### config.mk
export PLATFORM = sky130hd
export DESIGN_NAME = dpb_port_ctrl
export DESIGN_NICKNAME = d
export VERILOG_FILES = /design/src/rtl/dpb_pkg.sv /design/src/rtl/dpb_port_ctrl.sv
export SDC_FILE = /design/constraint.sdc
export NUM_CORES = 1
export LEC_CHECK = 0
export BUFFER_PORTS_ARGS = -buffer_cell sky130_fd_sc_hd__buf_4
export CORE_MARGIN = 2
export CORE_UTILIZATION = 40
export CTS_BUF_LIST = sky130_fd_sc_hd__clkbuf_8
export CTS_CLUSTER_DIAMETER = 30
export DETAILED_ROUTE_END_ITERATION = 7
export GPL_ROUTABILITY_DRIVEN = 0
export SYNTH_ARGS = -nofsm -noshare
export SYNTH_HDL_FRONTEND = slang
export SYNTH_SLANG_ARGS = --single-unit
### constraint.sdc
create_clock -name SYS_CLK -period 2.5 [get_ports SYS_CLK]
set_input_delay 0.125 -clock SYS_CLK [delete_from_list [all_inputs] [get_ports SYS_CLK]]
set_output_delay 0.125 -clock SYS_CLK [all_outputs]
set_load 0.01 [all_outputs]
### src/rtl/dpb_pkg.sv
// Constants, types and timing for the dual-port RAM port controller.
// Assumes one 100 MHz clock and a single port of the RAM bank on the pins.
//
// Operation
// RULE1: Device lets one access win, flags other.
// RULE2: Device blocks writes from the flagged port.
// RULE3: Select high means master, low slave.
// RULE4: Slave conflict pin only inhibits that port.
// RULE5: Hold slave inhibit high; low blocks writes.
// RULE6: AND conflict flags of depth-stacked devices.
// RULE7: Exactly one master per width group.
// RULE8: Master arbitrates on select and address only.
// RULE9: Hold address until conflict settles, then write.
// RULE10: Eight semaphore latches, separate from array.
// RULE11: Ports never slow each other.
// RULE12: Both selects inactive puts port in standby.
// RULE13: Flags gate nothing in hardware.
// RULE14: Semaphore accesses never wait.
// RULE15: Simultaneous semaphore requests resolve cleanly.
// RULE16: Write request, then read back to confirm.
// RULE17: Write zero requests, write one releases.
// RULE18: Semaphore write uses bit zero; read replicates.
// RULE19: Semaphore chosen by three lowest address bits.
// RULE20: Pending request wins once holder releases.
package dpb_pkg;

  // ----------------------------------------------------------------
  // Widths
  // ----------------------------------------------------------------
  localparam int ADDR_W     = 15;
  localparam int DATA_W     = 18;
  localparam int FLAG_IDX_W = 3;
  localparam int BANK_N     = 2;   // Devices stacked in depth
  localparam int SYNC_N     = 2;   // Synchroniser stages on pins

  // ----------------------------------------------------------------
  // Timing, times in ns and derived cycle counts
  // ----------------------------------------------------------------
  localparam int CLK_NS           = 10;
  localparam int T_BUSY_SETTLE_NS = 20;
  localparam int T_WR_PULSE_NS    = 15;
  localparam int T_RD_ACCESS_NS   = 15;
  localparam int T_RECOVER_NS     = 10;

  localparam logic [3:0] SETTLE_CYC  = 4'((T_BUSY_SETTLE_NS + CLK_NS - 1) / CLK_NS + SYNC_N);
  localparam logic [3:0] WR_CYC      = 4'((T_WR_PULSE_NS + CLK_NS - 1) / CLK_NS);
  localparam logic [3:0] RD_CYC      = 4'((T_RD_ACCESS_NS + CLK_NS - 1) / CLK_NS + SYNC_N);
  localparam logic [3:0] REC_CYC     = 4'((T_RECOVER_NS + CLK_NS - 1) / CLK_NS);

  // ----------------------------------------------------------------
  // Reset values of pins
  // ----------------------------------------------------------------
  localparam logic RST_MS_SEL      = 1'b1;  // This bank acts as master
  localparam logic RST_INHIBIT_N   = 1'b1;

  // ----------------------------------------------------------------
  // Types
  // ----------------------------------------------------------------
  typedef enum logic [2:0] {
    OP_MEM_RD   = 3'h0,
    OP_MEM_WR   = 3'h1,
    OP_SEM_TAKE = 3'h2,
    OP_SEM_GIVE = 3'h3,
    OP_SEM_TEST = 3'h4
  } dpb_op_t;

  typedef enum logic [2:0] {
    ST_IDLE    = 3'h0,
    ST_SETUP   = 3'h1,
    ST_WRITE   = 3'h2,
    ST_READ    = 3'h3,
    ST_RECOVER = 3'h4
  } dpb_state_t;

  typedef struct packed {
    dpb_op_t             op;
    logic [ADDR_W-1:0]   addr;
    logic [DATA_W-1:0]   wdata;
  } dpb_cmd_t;

  typedef struct packed {
    logic [DATA_W-1:0]   rdata;
    logic                granted;    // Token held after take or test
    logic                busy_seen;  // Access stalled on conflict
  } dpb_rsp_t;

  // Semaphore space decode, used by several drivers
  function automatic logic is_sem(input dpb_op_t op);
    is_sem = (op == OP_SEM_TAKE) || (op == OP_SEM_GIVE) || (op == OP_SEM_TEST);
  endfunction : is_sem

  function automatic logic is_write(input dpb_op_t op);
    is_write = (op == OP_MEM_WR) || (op == OP_SEM_TAKE) || (op == OP_SEM_GIVE);
  endfunction : is_write

endpackage : dpb_pkg

### src/rtl/dpb_port_ctrl.sv
// Host-side controller for one port of a dual-port RAM bank.
// Assumes the RAM pins are asynchronous to SYS_CLK; conflict and data
// inputs are synchronised before use. The bank's other port belongs to
// another processor.
`timescale 1ns/1ps
module dpb_port_ctrl (
  input  wire logic                        SYS_CLK,
  input  wire logic                        RST_N,
  input  wire logic                        CMD_VALID,
  input  wire dpb_pkg::dpb_cmd_t           CMD,
  output logic                             CMD_READY,
  output logic                             RSP_VALID,
  output dpb_pkg::dpb_rsp_t                RSP,
  input  wire logic                        BLOCK_WRITES,
  output logic                             RAM_MS_SEL,
  output logic                             RAM_INHIBIT_N,
  output logic                             RAM_CE_N,
  output logic                             RAM_SEM_N,
  output logic                             RAM_RW_N,
  output logic                             RAM_OE_N,
  output logic [dpb_pkg::ADDR_W-1:0]       RAM_ADDR,
  output logic [dpb_pkg::DATA_W-1:0]       RAM_DQ_O,
  output logic                             RAM_DQ_OE_N,
  input  wire logic [dpb_pkg::DATA_W-1:0]  RAM_DQ_I,
  input  wire logic [dpb_pkg::BANK_N-1:0]  RAM_BUSY_N
);
  import dpb_pkg::*;

  // ------------------------------------------------------------------
  // State
  // ------------------------------------------------------------------
  dpb_state_t          state_reg,   state_next;
  logic [3:0]          cnt_reg,     cnt_next;
  dpb_cmd_t            cmd_reg,     cmd_next;
  logic                rdback_reg,  rdback_next;
  logic                ce_n_reg,    ce_n_next;
  logic                sem_n_reg,   sem_n_next;
  logic                rw_n_reg,    rw_n_next;
  logic                oe_n_reg,    oe_n_next;
  logic                dq_oe_n_reg, dq_oe_n_next;
  logic [ADDR_W-1:0]   addr_reg,    addr_next;
  logic [DATA_W-1:0]   dq_o_reg,    dq_o_next;
  logic                ready_reg;
  logic                rsp_v_reg,   rsp_v_next;
  dpb_rsp_t            rsp_reg,     rsp_next;
  logic                ms_reg;
  logic                inhibit_n_reg;
  logic [DATA_W-1:0]   dq_s1_reg,   dq_s2_reg;
  logic [BANK_N-1:0]   busy_s1_reg, busy_s2_reg;

  // ------------------------------------------------------------------
  // Decode
  // ------------------------------------------------------------------
  wire logic              accept    = CMD_VALID && ready_reg && (state_reg == ST_IDLE);
  wire logic              cnt_done  = (cnt_reg == 4'h0);
  wire logic              bank_busy = ~(&busy_s2_reg);          // RULE6
  wire logic              cur_sem   = is_sem(cmd_reg.op);
  wire logic              cur_wr    = is_write(cmd_reg.op) && !rdback_reg;
  wire logic              sem_val   = (cmd_reg.op == OP_SEM_GIVE); // RULE17
  wire logic [DATA_W-1:0] wr_word   = cur_sem ? {DATA_W{sem_val}} : cmd_reg.wdata;
  wire logic [ADDR_W-1:0] cmd_addr  = is_sem(CMD.op) ?
                                      {{(ADDR_W-FLAG_IDX_W){1'b0}}, CMD.addr[FLAG_IDX_W-1:0]} :
                                      CMD.addr;
  wire logic [ADDR_W-1:0] sem_addr  = {{(ADDR_W-FLAG_IDX_W){1'b0}}, cmd_reg.addr[FLAG_IDX_W-1:0]};

  // ------------------------------------------------------------------
  // Access sequencer
  // ------------------------------------------------------------------
  // One port cycle: select, let arbitration settle, then pulse strobe
  always_comb begin
    state_next   = state_reg;
    cnt_next     = cnt_reg;
    cmd_next     = cmd_reg;
    rdback_next  = rdback_reg;
    ce_n_next    = ce_n_reg;
    sem_n_next   = sem_n_reg;
    rw_n_next    = rw_n_reg;
    oe_n_next    = oe_n_reg;
    dq_oe_n_next = dq_oe_n_reg;
    addr_next    = addr_reg;
    dq_o_next    = dq_o_reg;
    rsp_v_next   = 1'b0;
    rsp_next     = rsp_reg;
    case (state_reg)
      ST_IDLE: begin
        if (accept) begin
          cmd_next           = CMD;
          rdback_next        = 1'b0;
          addr_next          = cmd_addr;                        // RULE19
          ce_n_next          = is_sem(CMD.op);
          sem_n_next         = ~is_sem(CMD.op);
          cnt_next           = SETTLE_CYC;                      // RULE9
          rsp_next.busy_seen = 1'b0;
          state_next         = ST_SETUP;
        end
      end
      ST_SETUP: begin
        if (!cnt_done) begin
          cnt_next = cnt_reg - 4'h1;
        end else if (!cur_sem && bank_busy) begin
          rsp_next.busy_seen = 1'b1;                            // RULE9
        end else if (cur_wr) begin
          // Semaphore path never waits on conflict               RULE14
          rw_n_next    = 1'b0;
          dq_oe_n_next = 1'b0;
          dq_o_next    = wr_word;                               // RULE18
          cnt_next     = WR_CYC;
          state_next   = ST_WRITE;
        end else begin
          oe_n_next  = 1'b0;
          cnt_next   = RD_CYC;
          state_next = ST_READ;
        end
      end
      ST_WRITE: begin
        if (!cnt_done) begin
          cnt_next = cnt_reg - 4'h1;
        end else begin
          rw_n_next    = 1'b1;
          dq_oe_n_next = 1'b1;
          ce_n_next    = 1'b1;
          sem_n_next   = 1'b1;
          cnt_next     = REC_CYC;
          state_next   = ST_RECOVER;
          if (cmd_reg.op == OP_SEM_TAKE) begin
            rdback_next = 1'b1;                                 // RULE16
          end else begin
            rsp_v_next       = 1'b1;
            rsp_next.rdata   = cmd_reg.wdata;
            rsp_next.granted = 1'b0;
          end
        end
      end
      ST_READ: begin
        if (!cnt_done) begin
          cnt_next = cnt_reg - 4'h1;
        end else begin
          // Deselect so the device's read latch refreshes next time
          oe_n_next        = 1'b1;
          ce_n_next        = 1'b1;
          sem_n_next       = 1'b1;
          rdback_next      = 1'b0;
          rsp_v_next       = 1'b1;
          rsp_next.rdata   = dq_s2_reg;
          rsp_next.granted = cur_sem && !dq_s2_reg[0];          // RULE17
          cnt_next         = REC_CYC;
          state_next       = ST_RECOVER;
        end
      end
      ST_RECOVER: begin
        if (!cnt_done) begin
          cnt_next = cnt_reg - 4'h1;
        end else if (rdback_reg) begin
          sem_n_next = 1'b0;                                    // RULE16
          addr_next  = sem_addr;
          cnt_next   = SETTLE_CYC;
          state_next = ST_SETUP;
        end else begin
          state_next = ST_IDLE;                                 // RULE12
        end
      end
      default: begin
        state_next = ST_IDLE;
      end
    endcase
  end

  // ------------------------------------------------------------------
  // Pin synchronisers
  // ------------------------------------------------------------------
  // Pins are asynchronous; second stage is the only reader of the first
  always_ff @(posedge SYS_CLK) begin
    dq_s1_reg   <= RAM_DQ_I;
    dq_s2_reg   <= dq_s1_reg;
    busy_s1_reg <= RAM_BUSY_N;
    busy_s2_reg <= busy_s1_reg;
  end

  // ------------------------------------------------------------------
  // Registers
  // ------------------------------------------------------------------
  // Sequencer state and pin drivers
  always_ff @(posedge SYS_CLK) begin
    if (!RST_N) begin
      state_reg   <= ST_IDLE;
      cnt_reg     <= 4'h0;
      cmd_reg     <= '0;
      rdback_reg  <= 1'b0;
      ce_n_reg    <= 1'b1;
      sem_n_reg   <= 1'b1;
      rw_n_reg    <= 1'b1;
      oe_n_reg    <= 1'b1;
      dq_oe_n_reg <= 1'b1;
      addr_reg    <= '0;
      dq_o_reg    <= '0;
      ready_reg   <= 1'b0;
      rsp_v_reg   <= 1'b0;
      rsp_reg     <= '0;
    end else begin
      state_reg   <= state_next;
      cnt_reg     <= cnt_next;
      cmd_reg     <= cmd_next;
      rdback_reg  <= rdback_next;
      ce_n_reg    <= ce_n_next;
      sem_n_reg   <= sem_n_next;
      rw_n_reg    <= rw_n_next;
      oe_n_reg    <= oe_n_next;
      dq_oe_n_reg <= dq_oe_n_next;
      addr_reg    <= addr_next;
      dq_o_reg    <= dq_o_next;
      ready_reg   <= (state_next == ST_IDLE) && !accept;
      rsp_v_reg   <= rsp_v_next;
      rsp_reg     <= rsp_next;
    end
  end

  // Bank strapping: one master per width group, inhibit on demand
  always_ff @(posedge SYS_CLK) begin
    if (!RST_N) begin
      ms_reg        <= RST_MS_SEL;                              // RULE7
      inhibit_n_reg <= RST_INHIBIT_N;
    end else begin
      ms_reg        <= RST_MS_SEL;
      inhibit_n_reg <= !BLOCK_WRITES;                           // RULE5
    end
  end

  // ------------------------------------------------------------------
  // Outputs
  // ------------------------------------------------------------------
  assign CMD_READY     = ready_reg;
  assign RSP_VALID     = rsp_v_reg;
  assign RSP           = rsp_reg;
  assign RAM_MS_SEL    = ms_reg;
  assign RAM_INHIBIT_N = inhibit_n_reg;
  assign RAM_CE_N      = ce_n_reg;
  assign RAM_SEM_N     = sem_n_reg;
  assign RAM_RW_N      = rw_n_reg;
  assign RAM_OE_N      = oe_n_reg;
  assign RAM_ADDR      = addr_reg;
  assign RAM_DQ_O      = dq_o_reg;
  assign RAM_DQ_OE_N   = dq_oe_n_reg;

endmodule : dpb_port_ctrl

==> results summary <==
The post-synthesis sequential element count is 132. The synthesized area per cell came out at 9.827 um2. Setup violations remaining at the end of the flow were counted as 0. By area the synthesized netlist is led by dfxtp_1 53%, nand2_1 7.2%, nand3_1 5.7%.

The critical path in this run is classified as reg2reg. For this configuration, the core starts out at a cell density of 0.4131. The y dimension of the die is 115.6 um. The total routing usage reported by global routing is 0.2027.

The floorplan has 40 rows. The final setup skew is 0.01297 ns. The HPWL reported at the end of detailed placement is 8217 um. The maximum vdd drop is 0.3955 mV. The share of synthesized registers carrying an async set or reset came out at 0.

In the synthesized netlist the dominant register cell turns out to be dfxtp_1. The end of the worst register-to-register path is RSP[1]. The aggregate global routing overflow is 0. The layout net count came out at 735. TritonCTS created 17 clock buffers. The path class of the tightest hold or removal check is in2reg. The number of cells produced by synthesis is 507. The power density over cell area came out at 884.0 nW/um2.

The leakage power is 3.119 nW. The post-CTS setup buffer count is 0. The wire length of the first global-routing pass is 20520 um. 122 I/O pins were placed. The headroom to the max-slew limit came out at 0.6047.

The CTS tree is built. STA classifies the critical path startpoint as a flop. Data on the critical path arrives at its endpoint at 2.49 ns. The number of flip-flops in the largest register came out at 24. The cell area after layout is 6975 um2. The number of vias per cell after detailed routing came out at 4.931.

The endpoint required time on the critical path is 2.85 ns. The number of buffers added on ports came out at 120. The number of antenna diodes in the final layout is 0. After clock tree synthesis, the clock-pin slew on the worst setup and hold paths is 0.07 ns. The number of nets in the synthesized netlist is 569. The source of the worst register-to-register timing path is cnt_reg[0]. Of all cell types, the one taking the most synthesized area is dfxtp_1. From left edge to right edge, the die measures 115.6 um. Once placement finished, the instance area stood at 5919 um2.

The area share of the leading cell type in the synthesized netlist is 0.5304. The clock tree buffer depth came out at 2. The number of levels the H-tree was split into came out at 4. Along the worst path, the maximum fanout reaches 38. The detailed router placed 4211 vias in this run. The post-route worst hold slack is 0.1409 ns. The flow ran to the end, and the final reports show no timing, DRC or antenna violations. The first TritonRoute pass finished after 5 iterations. Dividing the final minimum period by the clock period gives 0.8554. The post-route minimum period came out at 2.138 ns. The via count of the first global-routing pass is 3985.

The worst reg2reg path depth came out at 7. The setup slack on the worst flop-to-flop path is 0.36 ns. In this run, synthesis inferred 0 flip-flops with an integrated enable.

The number of design-rule violations left by the first detailed-router iteration is 209. The later pin in the worst-skew pair is clocked with a latency of 0.46 ns. The area of the mapped netlist is 4982 um2. The sequential area share after synthesis is 0.5304. The number of antenna-violating nets in the routed design came out at 0. At the pin with the least slew margin, the transition time is 0.5904 ns.

Entering global routing, the biggest net connects 62 pins. The count of cell types in the netlist came out at 51. Adding up every negative setup slack in the final design gives 0 ns.

The Yosys step of the flow raised 0 warnings. The tree built by TritonCTS fans out to 132 sinks. The number of max-capacitance violations reported came out at 0.

The top cell types in the final layout, fill and taps aside, are 133 x buf_4, 132 x dfxtp_1, 95 x nand2_1. The library cell used most frequently in the layout, excluding fill and tap cells, is buf_4. Setup repair after global routing left no endpoint under its margin. The core occupancy in the finished layout is 0.5783. The number of antenna violations at the first check in global routing is 0.

The total DRC errors in the routed layout is 0. Dividing the detail-routed wire length by the instance count gives 15.19 um. The area of the die came out at 13360 um2.

The critical path endpoint category is a flop. The cell at the root of the clock tree is clkbuf_8. The synthesis-to-layout area growth is 40.01%.

In this run the worst setup path terminates at RSP[1]. The hold violation total from the final report is 0. The core box area came out at 12060 um2. The launching element of the worst setup path is cnt_reg[0]. In the final layout, the share of cells above drive strength 1 is 0.2857.

The detailed-route wire length came out at 12970 um. The maximum clock frequency is 467.6 MHz. The number of max-slew violations in the final report was 0.
[Yosys cell counts (2+ instances only)]
cell type and n:
a21oi_1 4, or3b_4 2, ha_1 2, buf_4 4, o21ai_0 4, nor3_1 8, nor2b_1 5, buf_6 6
o211a_1 21, nand2b_1 3, nor2_1 13, dfxtp_1 132, a21boi_1 3, inv_1 5, clkbuf_1 23, a21boi_0 37
and3_1 18, buf_8 4, nand2_1 95, a31oi_1 4, buf_2 6, nor4_1 3, o221a_2 17, nand3_1 57
o31a_1 3, o221a_1 3
[logic make-up (layout without fill, tap and decap cells)]
logic type | count (synthesis) | after routing | synth area share
other cells | 1 | 1 | 0.0007527
fa+ha+maj | 2 | 2 | 0.005022
flops | 132 | 132 | 0.5304
simple gates | 214 | 214 | 0.2089
buf+inv | 48 | 227 | 0.05876
compound gates | 108 | 108 | 0.1919
mux | 2 | 2 | 0.004269
[area by class of cell]
type | instances | area, um2
Clock buffer | 21 | 289.0
Clock inverter | 11 | 196.4
Fill cell | 1065 | 5086
Inverter | 5 | 18.77
Multi-Input combinational cell | 327 | 2049
Sequential cell | 132 | 2643
Tap cell | 168 | 210.2
Timing Repair Buffer | 190 | 1569
[metal layers]
layer,part of all wire,track usage,up-vias
met3,0.053,0.05596,15
met5,0,0,-
met4,0.015,0.08755,0
met2,0.46,0.3041,115
met1,0.47,0.2742,1964
li1,-,-,2117
[power breakdown]
part,total (mW),switching [mW],internal [mW]
clock,2.15,0.852,1.30
sequential,2.49,0.170,2.32
combinational,1.52,0.871,0.653
total,6.17,1.89,4.27
[worst max-delay path: stages (launching register included)]
cell and delay [ns]:
dfxtp_1 0.34, inv_1 0.10, ha_1 0.19, or3b_4 0.50, nor2_8 0.15, o31a_4 0.43
mux2i_1 0.25, nor2b_1 0.06
[worst min path at each step]
stage                  start        endpoint  cells after the start
2_1_floorplan  RAM_BUSY_N[0]  busy_s1_reg[0]                      0
3_3_place_gp    RAM_DQ_I[14]   dq_s1_reg[14]                      1
3_5_place_dp    RAM_DQ_I[16]   dq_s1_reg[16]                      1
4_1_cts                RST_N        RAM_OE_N                      2
5_1_grt                RST_N        RAM_OE_N                      2
6_report               RST_N        RAM_OE_N                      2
[stage by stage]
step                      instances  total power [mW]  setup WS, ns
after floorplan                 507             3.558        0.6334
after global placement          765             3.951        0.4739
after detailed placement        765             3.988        0.3894
after CTS                       854             6.202        0.3720
after global routing            854             6.493        0.1960
final                           854             6.167        0.3616
[what timing repair did]
action / 4_1_cts / 5_1_grt
resized for setup: 0 / 0
endpoints found under the hold margin: 58 / 0
hold buffers: 57 / 0
Note: power is estimated with default switching activity, not from simulation.
